===== src/logic/cnls_regs.vh =====
`ifndef CNLS_REGS_VH
`define CNLS_REGS_VH

// register map (byte addresses)
`define CNLS_ADDR_CTRL 8'h00
`define CNLS_ADDR_ACT 8'h04
`define CNLS_ADDR_FRAME 8'h08
`define CNLS_ADDR_RESULT 8'h0C
`define CNLS_ADDR_STATUS 8'h10

// action word field positions
`define CNLS_ACT_KEY_LSB 0
`define CNLS_ACT_WORD_LSB 4
`define CNLS_ACT_HALF_LSB 6
`define CNLS_ACT_LSKIP_LSB 11
`define CNLS_ACT_AFTER_LSB 13
`define CNLS_ACT_STRIP_BIT 15
`define CNLS_ACT_FMT_LSB 16
`define CNLS_ACT_GO_BIT 31

// frame descriptor field positions
`define CNLS_FRM_PTR_LSB 0
`define CNLS_FRM_TYPE_LSB 8
`define CNLS_FRM_VLAN_LSB 10
`define CNLS_FRM_IPV_LSB 12
`define CNLS_FRM_IHL_LSB 16

// action formats
`define CNLS_FMT_LABEL 2'h0
`define CNLS_FMT_REDUCED 2'h1
`define CNLS_FMT_CLASS 2'h2
`define CNLS_FMT_FULL 2'h3

// frame layer types
`define CNLS_LT_ETH 2'h0
`define CNLS_LT_CW 2'h1
`define CNLS_LT_MPLS 2'h2
`define CNLS_LT_DATA 2'h3

// layer skip modes
`define CNLS_LS_NONE 2'h0
`define CNLS_LS_LINK 2'h1
`define CNLS_LS_NET 2'h2

// key types driven to the next lookup
`define CNLS_KT_DEFAULT 5'h00
`define CNLS_KT_MPLS_LEVEL 5'h01
`define CNLS_KT_ONE_LABEL 5'h02
`define CNLS_KT_TWO_LABEL 5'h03
`define CNLS_KT_THREE_LABEL 5'h04
`define CNLS_KT_TRIPLE_VLAN 5'h05
`define CNLS_KT_TRIPLE_VLAN_IDX 5'h06
`define CNLS_KT_FULL_LINK 5'h07
`define CNLS_KT_NORMAL 5'h08
`define CNLS_KT_NORMAL_DST 5'h09
`define CNLS_KT_SEVEN_TUPLE 5'h0A
`define CNLS_KT_NORM_IPV4_5T 5'h0B
`define CNLS_KT_PURE_IPV4_5T 5'h0C
`define CNLS_KT_FIRST_CUSTOM_KEY 5'h0D
`define CNLS_KT_SECOND_CUSTOM_KEY 5'h0E
`define CNLS_KT_FOURTH_CUSTOM_KEY 5'h0F
`define CNLS_KT_DONE 5'h1F

// layer sizes in bytes
`define CNLS_MAC_PAIR_BYTES 8'h0C
`define CNLS_VLAN_BYTES 8'h04
`define CNLS_ETYPE_BYTES 8'h02
`define CNLS_IPV6_HDR_BYTES 8'h28
`define CNLS_MAX_STRIP 8'h2A

`endif


===== src/logic/cnls_steer.v =====
// Functional notes
// - 4-bit next key select; zero keeps default
// - codes 1-4 pick label-stack key types
// - code 5 picks triple-VLAN variant by config
// - code 8 normal key with destination fields
// - codes 6,7,9-14 pick remaining key types
// - code 15 disables all remaining lookups
// - word skip moves pointer by 4-byte units
// - halfword skip moves pointer by 2-byte units
// - auto-skipped labels not counted in offsets
// - layer skip first, then fixed offset
// - layer skip 0 none, 1 past Ethernet
// - layer skip 2 past Ethernet and IP
// - IPv4 skip follows real header length
// - layer-after-move sets type at new pointer
// - type changes only on move or raw+key
// - strip flag removes data before pointer
// - pointer updated before strip is applied
// - strip never more than 42 bytes
`timescale 1ns/10ps
`include "cnls_regs.vh"

module cnls_steer (
    input wire sys_clk_i,
    input wire rst_i,
    input wire [31:0] haddr_i,
    input wire [1:0] htrans_i,
    input wire hwrite_i,
    input wire [2:0] hsize_i,
    input wire [31:0] hwdata_i,
    input wire hsel_i,
    input wire hready_i,
    output wire hreadyout_o,
    output wire hresp_o,
    output reg [31:0] hrdata_o,
    output reg [4:0] next_key_o,
    output reg lookups_finished_o,
    output reg dst_in_source_mac_key_field_o,
    output reg dst_in_ipv4_source_key_field_o,
    output reg [7:0] frame_ptr_o,
    output reg [1:0] frame_type_o,
    output reg strip_to_pointer_o,
    output reg [7:0] strip_bytes_o,
    output reg result_valid_o
);

    reg ctrl_variant_q;
    reg [31:0] act_q;
    reg [31:0] frame_q;
    reg [7:0] err_cnt_q;
    reg clamp_seen_q;
    reg wr_pend_q;
    reg [7:0] wr_addr_q;
    reg go_d;
    reg [4:0] key_d;
    reg [7:0] ptr_d;
    reg [7:0] layer_len;
    reg [1:0] type_d;
    reg strip_d;
    reg [7:0] strip_len_d;
    reg clamp_d;

    wire addr_phase = hsel_i && hready_i && htrans_i[1];
    wire [3:0] next_key_select = act_q[`CNLS_ACT_KEY_LSB +: 4];
    wire [1:0] word_skip_count = act_q[`CNLS_ACT_WORD_LSB +: 2];
    wire [4:0] halfword_skip_count = act_q[`CNLS_ACT_HALF_LSB +: 5];
    wire [1:0] layer_skip_mode = act_q[`CNLS_ACT_LSKIP_LSB +: 2];
    wire [1:0] layer_after_move = act_q[`CNLS_ACT_AFTER_LSB +: 2];
    wire strip_to_pointer = act_q[`CNLS_ACT_STRIP_BIT];
    wire [1:0] act_fmt = act_q[`CNLS_ACT_FMT_LSB +: 2];
    wire [7:0] in_ptr = frame_q[`CNLS_FRM_PTR_LSB +: 8];
    wire [1:0] in_type = frame_q[`CNLS_FRM_TYPE_LSB +: 2];
    wire [1:0] vlan_cnt = frame_q[`CNLS_FRM_VLAN_LSB +: 2];
    wire [3:0] ip_ver = frame_q[`CNLS_FRM_IPV_LSB +: 4];
    wire [3:0] ipv4_ihl = frame_q[`CNLS_FRM_IHL_LSB +: 4];

    assign hreadyout_o = 1'b1;
    assign hresp_o = 1'b0;

    // bytes of the Ethernet part: both MACs, tags, ethertype
    function [7:0] eth_len;
        input [1:0] tags;
        begin
            eth_len = `CNLS_MAC_PAIR_BYTES + {tags, 2'b00} + `CNLS_ETYPE_BYTES;
        end
    endfunction

    // bytes of the IP header; IPv4 length comes from the header itself
    function [7:0] ip_len;
        input [3:0] ver;
        input [3:0] ihl;
        begin
            if (ver == 4'h4) begin
                ip_len = {2'b00, ihl, 2'b00};
            end else if (ver == 4'h6) begin
                ip_len = `CNLS_IPV6_HDR_BYTES;
            end else begin
                ip_len = 8'h00;
            end
        end
    endfunction

    always @* begin
        key_d = `CNLS_KT_DEFAULT;
        case (next_key_select)
            4'h0: key_d = `CNLS_KT_DEFAULT;
            4'h1: key_d = `CNLS_KT_MPLS_LEVEL;
            4'h2: key_d = `CNLS_KT_ONE_LABEL;
            4'h3: key_d = `CNLS_KT_TWO_LABEL;
            4'h4: key_d = `CNLS_KT_THREE_LABEL;
            4'h5: key_d = ctrl_variant_q ? `CNLS_KT_TRIPLE_VLAN_IDX : `CNLS_KT_TRIPLE_VLAN;
            4'h6: key_d = `CNLS_KT_FULL_LINK;
            4'h7: key_d = `CNLS_KT_NORMAL;
            4'h8: key_d = `CNLS_KT_NORMAL_DST;
            4'h9: key_d = `CNLS_KT_SEVEN_TUPLE;
            4'hA: key_d = `CNLS_KT_NORM_IPV4_5T;
            4'hB: key_d = `CNLS_KT_PURE_IPV4_5T;
            4'hC: key_d = `CNLS_KT_FIRST_CUSTOM_KEY;
            4'hD: key_d = `CNLS_KT_SECOND_CUSTOM_KEY;
            4'hE: key_d = `CNLS_KT_FOURTH_CUSTOM_KEY;
            4'hF: key_d = `CNLS_KT_DONE;
            default: key_d = `CNLS_KT_DEFAULT;
        endcase
    end

    // the incoming pointer already sits past auto-skipped labels, so offsets add to it as is
    always @* begin
        layer_len = 8'h00;
        case (layer_skip_mode)
            `CNLS_LS_LINK: begin
                if (in_type == `CNLS_LT_ETH) begin
                    layer_len = eth_len(vlan_cnt);
                end
            end
            `CNLS_LS_NET: begin
                if (in_type == `CNLS_LT_ETH) begin
                    layer_len = eth_len(vlan_cnt) + ip_len(ip_ver, ipv4_ihl);
                end else if (in_type == `CNLS_LT_CW) begin
                    layer_len = ip_len(ip_ver, ipv4_ihl);
                end
            end
            default: layer_len = 8'h00;
        endcase
        ptr_d = in_ptr + layer_len;
        if (act_fmt == `CNLS_FMT_REDUCED) begin
            ptr_d = ptr_d + {4'h0, word_skip_count, 2'b00};
        end else begin
            ptr_d = ptr_d + {2'b00, halfword_skip_count, 1'b0};
        end
    end

    always @* begin
        type_d = in_type;
        if ((ptr_d != in_ptr) || ((in_type == `CNLS_LT_DATA) && (next_key_select != 4'h0))) begin
            type_d = layer_after_move;
        end
        strip_d = strip_to_pointer;
        clamp_d = 1'b0;
        strip_len_d = 8'h00;
        if (strip_to_pointer) begin
            // strip length taken from the updated pointer, never the incoming one
            if (ptr_d > `CNLS_MAX_STRIP) begin
                strip_len_d = `CNLS_MAX_STRIP;
                clamp_d = 1'b1;
            end else begin
                strip_len_d = ptr_d;
            end
        end
    end

    // writes land one cycle after the address phase, as the data phase dictates
    always @(posedge sys_clk_i) begin
        if (rst_i) begin
            wr_pend_q <= 1'b0;
            wr_addr_q <= 8'h00;
        end else begin
            wr_pend_q <= addr_phase && hwrite_i;
            wr_addr_q <= haddr_i[7:0];
        end
    end

    always @* begin
        go_d = wr_pend_q && (wr_addr_q == `CNLS_ADDR_ACT) && hwdata_i[`CNLS_ACT_GO_BIT];
    end

    always @(posedge sys_clk_i) begin
        if (rst_i) begin
            ctrl_variant_q <= 1'b0;
            act_q <= 32'h00000000;
            frame_q <= 32'h00000000;
        end else if (wr_pend_q) begin
            case (wr_addr_q)
                `CNLS_ADDR_CTRL: ctrl_variant_q <= hwdata_i[0];
                `CNLS_ADDR_ACT: act_q <= {1'b0, hwdata_i[30:0]};
                `CNLS_ADDR_FRAME: frame_q <= hwdata_i;
                default: ctrl_variant_q <= ctrl_variant_q;
            endcase
        end
    end

    // one apply stage: results launch the cycle after the action is armed
    reg apply_q;
    always @(posedge sys_clk_i) begin
        if (rst_i) begin
            apply_q <= 1'b0;
            next_key_o <= `CNLS_KT_DEFAULT;
            lookups_finished_o <= 1'b0;
            dst_in_source_mac_key_field_o <= 1'b0;
            dst_in_ipv4_source_key_field_o <= 1'b0;
            frame_ptr_o <= 8'h00;
            frame_type_o <= `CNLS_LT_ETH;
            strip_to_pointer_o <= 1'b0;
            strip_bytes_o <= 8'h00;
            result_valid_o <= 1'b0;
            err_cnt_q <= 8'h00;
            clamp_seen_q <= 1'b0;
        end else begin
            apply_q <= go_d;
            result_valid_o <= apply_q;
            if (apply_q) begin
                next_key_o <= key_d;
                lookups_finished_o <= (key_d == `CNLS_KT_DONE);
                dst_in_source_mac_key_field_o <= (key_d == `CNLS_KT_NORMAL_DST);
                dst_in_ipv4_source_key_field_o <= (key_d == `CNLS_KT_NORMAL_DST);
                frame_ptr_o <= ptr_d;
                frame_type_o <= type_d;
                strip_to_pointer_o <= strip_d;
                strip_bytes_o <= strip_len_d;
                if (clamp_d) begin
                    clamp_seen_q <= 1'b1;
                    err_cnt_q <= err_cnt_q + 8'h01;
                end
            end
        end
    end

    always @(posedge sys_clk_i) begin
        if (rst_i) begin
            hrdata_o <= 32'h00000000;
        end else if (addr_phase && !hwrite_i) begin
            case (haddr_i[7:0])
                `CNLS_ADDR_CTRL: hrdata_o <= {31'h00000000, ctrl_variant_q};
                `CNLS_ADDR_ACT: hrdata_o <= act_q;
                `CNLS_ADDR_FRAME: hrdata_o <= frame_q;
                `CNLS_ADDR_RESULT: hrdata_o <= {6'h00, strip_bytes_o, frame_ptr_o, strip_to_pointer_o,
                    lookups_finished_o, frame_type_o, 1'b0, next_key_o};
                `CNLS_ADDR_STATUS: hrdata_o <= {22'h000000, clamp_seen_q, apply_q, err_cnt_q};
                default: hrdata_o <= 32'h00000000;
            endcase
        end
    end

endmodule // cnls_steer


===== config.mk =====
export PLATFORM = sky130hd
export DESIGN_NAME = cnls_steer
export DESIGN_NICKNAME = d
export VERILOG_FILES = /design/src/logic/cnls_steer.v
export VERILOG_INCLUDE_DIRS = /design/src /design/src/logic
export SDC_FILE = /design/constraint.sdc
export NUM_CORES = 1
export LEC_CHECK = 0
export ABC_AREA = 0
export BUFFER_PORTS_ARGS = -buffer_cell sky130_fd_sc_hd__buf_2
export CELL_PAD_IN_SITES_DETAIL_PLACEMENT = 0
export CELL_PAD_IN_SITES_GLOBAL_PLACEMENT = 1
export CORE_MARGIN = 4
export CORE_UTILIZATION = 30
export CTS_CLUSTER_DIAMETER = 80
export DETAILED_ROUTE_END_ITERATION = 7
export GPL_TIMING_DRIVEN = 0
export HOLD_SLACK_MARGIN = 0.15
export PLACE_DENSITY_LB_ADDON = 0.2
export SETUP_SLACK_MARGIN = 0.1
export SYNTH_ARGS = -nofsm -noshare
export SYNTH_HDL_FRONTEND = slang
export SYNTH_SLANG_ARGS = --single-unit

===== constraint.sdc =====
create_clock -name sys_clk_i -period 11.8 [get_ports sys_clk_i]
set_input_delay 2.36 -clock sys_clk_i [delete_from_list [all_inputs] [get_ports sys_clk_i]]
set_output_delay 2.36 -clock sys_clk_i [all_outputs]
set_load 0.005 [all_outputs]

# == Word-level counts from Yosys, hierarchy flattened ==
# Index checks and enable logic that the tools add are counted.
# word_totals
regBits,142
inputBits,74
out_inout_bits,62
# op_classes
mux,17
n_reduce_logical,18
n_addsub,7
n_eq_ne,31
magnitude_cmp,1
# op_table
cell,count
32-bit case mux with 5 select lines,1
5-bit case mux with 16 select lines,1
8-bit two-way mux,6
"4-bit == test, second input constant",8
"4-bit by 3-bit == test with 1-bit output, second input constant",6
"8-bit by 4-bit == test with 1-bit output, second input constant",3
6-bit two-way mux,4
"8-bit by 3-bit == test with 1-bit output, second input constant",2
8-bit zero test,2
8-bit case mux with 2 select lines,1
6-bit by 8-bit adder with 8-bit output,1
"8-bit by 1-bit adder with 8-bit output, second input constant",1
8-bit by 4-bit adder with 8-bit output,1
8-bit by 6-bit adder with 8-bit output,1
8-bit adder,1
"4-bit by 2-bit == test with 1-bit output, second input constant",2
"8-bit by 5-bit == test with 1-bit output, second input constant",1
"8-bit by 6-bit greater-than comparator with 1-bit output, second input constant",1
8-bit inequality test,1
2-bit AND reduction,4
1-bit logical AND,7
"5-bit by 2-bit adder with 6-bit output, second input constant",1
"2-bit by 1-bit == test with 1-bit output, second input constant",3
"4-bit by 4-bit adder with 5-bit output, first input constant",1
11 further kinds,14

# == Logic depth before layout (Yosys ltp) ==
# Gate-level depths: netlist (run 1).
# logic_depth
word_depth,15
ltp_mapped,25

# == Worst setup path before layout (run 1) ==
# Ideal clock, no wire load.
# synth_path
path_type,reg-to-reg
from,register frame_q[14]
to,register err_cnt_q[6]
synth_period_minus_slack_ns,4.990
t_required_ns,11.730
path_slack_ns,6.810
stages_incl_launch_ff,24
path_buffers,1
arrival_time_ns,4.919
cell_sequence,dfxtp_1 -> or3b_2 -> nor3b_1 -> ha_1 -> inv_1 -> fa_1 -> nor2_1 -> a21oi_1 -> o22ai_1 -> ha_1 -> a21oi_1 -> and3_1 -> nor2_1 -> ha_1 -> o21a_1 -> o31a_1 -> o21a_1 -> a31oi_1 -> nor3b_2 -> o32ai_2 -> and2_4 -> buf_6 -> or4_1 -> a21oi_1
# synth_between
elab_chain_len,15
elab_cells_between_ends,18
cone_classes,add/sub: 4; order compare: 1; eq/ne: 2; mux: 10; reduce/logical: 1
# synth_rtl
item,line,text
start: declaration,cnls_steer.v:49,reg [31:0] frame_q;
start signal: assignment,cnls_steer.v:195,`CNLS_ADDR_FRAME: frame_q <= hwdata_i;
4-bit by 3-bit == test with 1-bit output,cnls_steer.v:95,end else if (ver == 4'h6) begin
6-bit two-way mux,cnls_steer.v:95,
6-bit two-way mux *,cnls_steer.v:93,if (ver == 4'h4) begin
8-bit two-way mux,cnls_steer.v:136,if (in_type == `CNLS_LT_ETH) begin
8-bit two-way mux,cnls_steer.v:129,case (layer_skip_mode)
6-bit by 8-bit adder with 8-bit output,cnls_steer.v:137,"layer_len = eth_len(vlan_cnt) + ip_len(ip_ver, ipv4_ihl);"
8-bit two-way mux *,cnls_steer.v:136,
8-bit case mux with 2 select lines *,cnls_steer.v:129,
8-bit adder *,cnls_steer.v:144,ptr_d = in_ptr + layer_len;
8-bit by 6-bit adder with 8-bit output / 8-bit by 4-bit adder with 8-bit output (equally long branches),"cnls_steer.v:148, cnls_steer.v:146",
8-bit two-way mux *,cnls_steer.v:145,if (act_fmt == `CNLS_FMT_REDUCED) begin
8-bit by 6-bit greater-than comparator with 1-bit output (no source line) *,-,
1-bit two-way mux *,cnls_steer.v:162,if (ptr_d > `CNLS_MAX_STRIP) begin
1-bit two-way mux *,cnls_steer.v:160,if (strip_to_pointer) begin
2-bit AND reduction (no source line) *,-,
end signal: assignment,cnls_steer.v:231,err_cnt_q <= err_cnt_q + 8'h01;
end: declaration,cnls_steer.v:50,reg [7:0] err_cnt_q;
# Mark *: on every way between the ends. The rest lies on a longest branch, timed or not. The select of a mux whose other input is x is not followed.
# A chain may end at the register's enable or synchronous reset.

# == Worst setup path after layout (run 1) ==
# layout_path
from,register frame_q[14]
to,register err_cnt_q[3]
# The elaborated chain is that of the path after synthesis.

==> results.ini, run 1 <==
[routing]
vias=6448
drt-initial-drc-count=308
post_drt_wl_per_cell_um=18.7
dr.pass1.iters=5
drc=0
wirelength_um=24000
final_antenna_net_count=0
routed_via_density=5.04

[synthesis]
synth-seq-cells=142
synthesis.area_sq_mm=0.00692
synth_fp_nets=957
synth_edf_count=0
synth_warnings=0
syn_area_per_cell_sq_um=8.05
seq_area_frac_synth=0.411
synthCells=859
ys.flop_type=dfxtp_1
synth.distinct_cells=66
async_flop_share=0

[critical_path]
worstSetupPathType=reg -> reg
cp_slowest_cell=or3b_2
cp_data_arrival_time_ns=6.05
critPathRequiredTime_ns=12.15
path_max_fanout=10
slowest_delay_ns=0.50
cp_cell_sequence=or3b_2 > nor3b_1 > ha_1 > inv_1 > fa_1 > nor2_1 > a21oi_1 > o22ai_1 > ha_1 > a21oi_1 > and3_1 > nor2_1 > ha_1 > o21a_1 > o31a_1 > o21a_1 > a31oi_1 > o21ba_2 > o32ai_2 > and2_4 > buf_6 > buf_6 > o21ai_0 > a21oi_1
end_kind=register
ff2ff_setup_slack_ns=6.11
critPathBufInv=3
startpoint_type=register
critical-path-top-delay-family=compound AO/OA/AOI/OAI gates

[placed_design]
place_area_sq_mm=0.00779
portBuffers=104
gp_congestion=0.794
dp_hpwl_um=18200
numPlacedInstances=1248

[finish]
layout-drive-gt1-share=0.170
instances_no_fill=1280
fillCellCount=2414
final_core_util=0.372
final_cell_area_sq_mm=0.00842
final_nets=1080
area_growth_pct=21.8
insertedDiodeCount=0

[global_routing]
track_usage=0.188
grt_pass1_vias=6349
gr-total-overflow=0
grt_pass1_wl_um=37500
grt_antenna_before_repair=0
grt_max_degree=17

[floorplanning]
fp.dieH_um=160
num_rows=55
start_util=0.305
fp.dieW_um=160
coreArea_sq_mm=0.0226
io_pins=136
die-area_sq_mm=0.0255

[power]
p_total_mw=1.09
ir_drop_mv=0.0683
leakagePower_nw=3.15
power_density_mw_per_mm2=130

[flow_run]
cap_violations=0

[timing]
final_max_slew_viol_count=0
finalCriticalPeriod_ns=5.69
finClkSkew_ns=0.00828
fin_tns_setup_ns=0
rsz0062_at_grt=no
slew_headroom=0.362
hold_viol_final=0
clock.fmax_mhz=176
tightest_slew_ns=0.947
timing.final.crit_share=0.482
finalSetupViolations=0

[cts]
cts_setup_buffers=0
clkSinkCount=142
ctsResizeCount=0
cts_tree=yes
postCtsHoldBufs=0
numCtsBuffers=17
insertion_delay_ns=0.43
cts-root-buf=clkbuf_16
path_clk_slew_ns=0.06
htreeDepth=4
clockBufferDepth=2

[min_path]
min_path_type=reg -> reg

[outcome]
outcome=finished, final reports clean

## routing by layer
| metal | GRT usage | vias to the layer above | wire (um) |
|---|---|---|---|
| met5 | 0 | - | 0 |
| met4 | 0.0485 | 0 | 323 |
| met3 | 0.0320 | 24 | 998 |
| met2 | 0.302 | 156 | 11000 |
| met1 | 0.263 | 3045 | 11600 |
| li1 | - | 3223 | - |
## registers in the layout, summed over array words and instances, names as in the netlist
signal and count:
frame_q 32, hrdata_o 32, act_q 31, err_cnt_q 8, frame_ptr_o 8, strip_bytes_o 8
wr_addr_q 8, next_key_o 5, frame_type_o 2, apply_q 1, clamp_seen_q 1, ctrl_variant_q 1
dst_in_ipv4_source_key_field_o 1, lookups_finished_o 1, result_valid_o 1, strip_to_pointer_o 1, wr_pend_q 1
## tightest hold or removal path, cell delays in order, from the launching register on
cell,delay [ns]
dfxtp_1,0.31
nand2_1,0.05
a21oi_1,0.05
## per-stage QoR
step	hold WS (ns)	setup slack, ns
4_1_cts	0.456	6.12
2_1_floorplan	0.434	6.81
6_report	0.457	6.11
3_5_place_dp	0.448	6.16
3_3_place_gp	0.443	6.20
5_1_grt	0.470	5.69
## area by class of cell
class / count / area (sq um) / share of cell area
buffer: 62 / 260 / 0.0309
clock buffer: 24 / 502 / 0.0596
clock inverter: 8 / 129 / 0.0153
inverter: 24 / 90.1 / 0.0107
multi-input combinational: 631 / 3720 / 0.442
sequential: 142 / 2840 / 0.337
tap: 285 / 357 / 0.0423
timing repair buffer: 104 / 520 / 0.0618
## cell usage in the layout, fill, tap and decap left out, types with 5 or more instances in the layout
cell type / count
a21o_1: 5
ha_1: 20
mux2_2: 14
clkbuf_16: 17
a21oi_1: 120
buf_2: 105
nand3_1: 9
and2_1: 5
nor3_1: 29
nor2b_1: 14
nor2_1: 86
a22oi_1: 21
inv_1: 23
clkbuf_1: 52
clkbuf_8: 5
a211oi_1: 12
mux2i_1: 17
dfxtp_1: 142
xor2_1: 6
nand2_1: 150
nor3b_1: 10
a221oi_1: 10
or3_1: 6
o21ai_0: 20
buf_1: 6
xnor2_1: 7
## cells by family after synthesis
family / share of synthesized area
other cells: 0.00109
simple gates: 0.220
xor+xnor: 0.0302
buf+inv: 0.0506
mux: 0.0474
compound gates: 0.192
fa+ha+maj: 0.0478
flops: 0.411
## power breakdown
| part | internal (mW) | switching (mW) | total (mW) |
|---|---|---|---|
| Sequential | 0.481 | 0.000951 | 0.482 |
| Clock | 0.362 | 0.213 | 0.575 |
| Combinational | 0.0114 | 0.0266 | 0.0380 |
## synthesized netlist by cell type (all sizes together), types with 2 or more instances
cell / n / area share
a211oi: 12 / 0.013
a21o: 5 / 0.0054
a21oi: 122 / 0.090
a221oi: 10 / 0.013
a22oi: 21 / 0.023
a2bb2oi: 2 / 0.0025
a311oi: 4 / 0.0051
a31oi: 3 / 0.0027
and2: 6 / 0.0058
and3: 2 / 0.0018
buf: 12 / 0.010
clkbuf: 50 / 0.027
conb: 2 / 0.0011
dfxtp: 142 / 0.41
fa: 4 / 0.012
ha: 20 / 0.036
inv: 23 / 0.012
mux2: 14 / 0.023
mux2i: 17 / 0.025
nand2: 151 / 0.082
nand2b: 4 / 0.0036
nand3: 9 / 0.0065
nand3b: 3 / 0.0033
nand4: 3 / 0.0027
nor2: 87 / 0.048
nor2b: 14 / 0.013
nor3: 30 / 0.022
nor3b: 11 / 0.013
nor4: 3 / 0.0027
o21a: 3 / 0.0033
o21ai: 24 / 0.018
o22ai: 3 / 0.0027
o31ai: 2 / 0.0022
or2: 2 / 0.0018
or3: 6 / 0.0054
or3b: 2 / 0.0025
or4: 2 / 0.0022
xnor2: 7 / 0.0089
xnor3: 3 / 0.0098
xor2: 7 / 0.012
## worst paths after layout
| kind | start | end | cells past startpoint |
|---|---|---|---|
| worst max-delay path | frame_q[14] | err_cnt_q[3] | 24 |
| worst max register to register | frame_q[14] | err_cnt_q[3] | 24 |
| worst min-delay path | frame_q[30] | frame_q[30] | 2 |
| worst min register to register | frame_q[30] | frame_q[30] | 2 |
(Power assumes the default switching activity.)
==> run 2, diff against run 1 <==
Clock period 11.8 ns to 4.7 ns, I/O delays scaled along.
==> run 2 against run 1 <==
  * The flow now finishes with violations (negative setup slack)
  * Sequential share of layout area decreased by 1.4 points
  * Via count is essentially flat
  * Combinational power rose to 2.5 times the previous value
  * First-iteration DRC count grew 34%
  * Clock-buffer cell count decreased by 6
  * Largest cell class unchanged
  * Power up 140%
  * Final cell count up 1.3%
  * Setup slack worse by 6.4 ns
  * Critical path type unchanged
==> results.ini, run 2 (synthesis results as in run 1) <==
[placed_design]
place_area_sq_mm=0.00784  ; +0.63%
portBuffers=104  ; unchanged
dp_hpwl_um=18200  ; -0.18%
gp_congestion=0.833  ; +5.0%
dp_slack_ns=-0.572  ; -6.73 ns

[critical_path]
cp_slowest_cell=fa_2
path_max_fanout=5  ; -5
slowest_delay_ns=0.52  ; +0.02 ns
critPathRequiredTime_ns=5.06  ; -7.09 ns
cp_data_arrival_time_ns=5.31  ; -0.74 ns
worstSetupPathType=reg -> reg
cp_cell_sequence=or3b_4 > nor3b_4 > ha_2 > inv_2 > fa_2 > nor2_2 > a21oi_2 > o22ai_2 > ha_4 > nand2b_4 > a21oi_4 > xor2_4 > ha_4 > o21a_1 > o31a_1 > o21a_1 > a31oi_4 > nor3b_4 > o32ai_4 > and2_4 > buf_8 > or4_4 > a21oi_2
startpoint_type=register
end_kind=register

[global_routing]
track_usage=0.188  ; about the same
grt_max_degree=17  ; unchanged
gr-total-overflow=0  ; unchanged
grt_antenna_before_repair=0  ; unchanged
grt_pass1_vias=6338  ; -0.17%
grt_pass1_wl_um=37400  ; -0.24%

[finish]
top_regs=frame_q x32, hrdata_o x32, act_q x31
final_common_cell=nand2_1
insertedDiodeCount=0  ; unchanged
final_nets=1096  ; +1.5%
final_cell_mix=nand2_1, dfxtp_1, a21oi_1, buf_2, nor2_1
fillCellCount=2392  ; -0.91%
area_growth_pct=27.3
layout-drive-gt1-share=0.223  ; +0.0527
final_cell_area_sq_mm=0.00881  ; +4.5%

[routing]
post_drt_wl_per_cell_um=18.8  ; +0.13%
drt-initial-drc-count=413  ; +34%
wirelength_um=24300  ; +1.4%
final_antenna_net_count=0  ; unchanged
drc=0  ; unchanged
dr.pass1.iters=5  ; unchanged
routed_via_density=4.98  ; -1.2%
vias=6449  ; +0.016%

[timing]
clock.fmax_mhz=202  ; +15%
finalSetupViolations=17  ; +17
timing.final.crit_share=1.05  ; +0.572
fin_tns_setup_ns=-2.76  ; -2.76 ns
finalCriticalPeriod_ns=4.95  ; -0.739 ns
slew_headroom=0.451  ; +0.0897
setup_ws_ns=-0.254  ; -6.36 ns
finClkSkew_ns=0.00999  ; +0.00171 ns
final_max_slew_viol_count=0  ; unchanged
tightest_slew_ns=0.814  ; -0.133 ns
rsz0062_at_grt=yes
hold_viol_final=0  ; unchanged

[flow_run]
cap_violations=0  ; unchanged

[floorplanning]
num_rows=55  ; unchanged
io_pins=136  ; unchanged
fp.dieW_um=160  ; unchanged
fp.dieH_um=160  ; unchanged
die-area_sq_mm=0.0255  ; unchanged
coreArea_sq_mm=0.0226  ; unchanged
start_util=0.305  ; unchanged

[power]
power_density_mw_per_mm2=304  ; +130%
leakagePower_nw=3.25  ; +3.3%
ir_drop_mv=0.178  ; +160%

[cts]
postCtsHoldBufs=0  ; unchanged
clockBufferDepth=2  ; unchanged
htreeDepth=4  ; unchanged
insertion_delay_ns=0.43  ; about the same
numCtsBuffers=17  ; unchanged
path_clk_slew_ns=0.07  ; about the same
cts-root-buf=clkbuf_16
clkSinkCount=142  ; unchanged
cts_tree=yes

[min_path]
min_path_type=reg -> reg

[outcome]
outcome=finished with violations
violations=negative setup slack

==> run 2: cell types whose count changed in the layout (fill, tap and decap cells not counted), sizes merged <==
cell and change:
buf +14, clkinv -3, clkbuf -4, inv +6
bufinv -1, clkinvlp +4
==> run 2: layout make-up <==
class | instances | area [sq um] | share of cell area
Timing Repair Buffer | 120 | 676 | 0.0767
Clock inverter | 14 | 158 | 0.0179
Buffer | 62 | 268 | 0.0304
Sequential cell | 142 | 2850 | 0.323
Inverter | 24 | 90.1 | 0.0102
Multi-Input combinational cell | 631 | 3980 | 0.452
Tap cell | 285 | 357 | 0.0405
Clock buffer | 18 | 429 | 0.0487
==> run 2: where the power goes <==
group | leakage [nW] | total (mW) | switching, mW | internal, mW
Clock | 0.272 | 1.37 | 0.580 | 0.792
Combinational | 1.83 | 0.0963 | 0.0669 | 0.0294
Sequential | 1.15 | 1.21 | 0.00225 | 1.21
Total | 3.25 | 2.68 | 0.649 | 2.03
==> run 2: worst max-delay path: cells and delay by family, from the launching register on <==
kind                       cells  cell delay, ns
xor gates and xnor gates       1            0.21
DFF                            1            0.32
and+or+nand+nor                7            1.61
AOI/OAI and AO/OA              9            1.24
buffers and inverters          2            0.17
adders and majority gates      4            1.32
==> run 2: path summary, 6_finish.rpt <==
path,cells past startpoint,start,end,slack [ns]
max,23,frame_q[12],err_cnt_q[6],-0.25
min,2,act_q[24],act_q[24],0.45
max reg2reg,23,frame_q[12],err_cnt_q[6],-0.25
min reg2reg,2,act_q[24],act_q[24],0.45
==> run 2: layer usage <==
metal / GRT usage / vias up / part of all wire / wire (um)
met5: 0 / - / 0 / 0
met4: 0.0481 / 0 / 0.014 / 338
met3: 0.0356 / 26 / 0.041 / 987
met2: 0.301 / 137 / 0.46 / 11200
met1: 0.262 / 3040 / 0.49 / 11800
li1: - / 3246 / - / -
==> run 2: timing repair <==
item | 4_1_cts | 5_1_grt
endpoints found under the setup margin | 17 | 18
pin swaps | 14 | 26
resized for setup | 26 | 22
setup buffers | 12 | 3
gates cloned | 0 | 2
==> run 2: metrics by stage <==
stage          hold slack (ns)  power (mW)  instances  utilization
2_1_floorplan            0.434        1.28        859            -
3_3_place_gp             0.441        1.33       1248        0.346
3_5_place_dp             0.448        1.33       1248        0.346
4_1_cts                  0.457        2.70       1292        0.383
5_1_grt                  0.477        2.76       1296        0.389
6_report                 0.455        2.68       1296        0.389
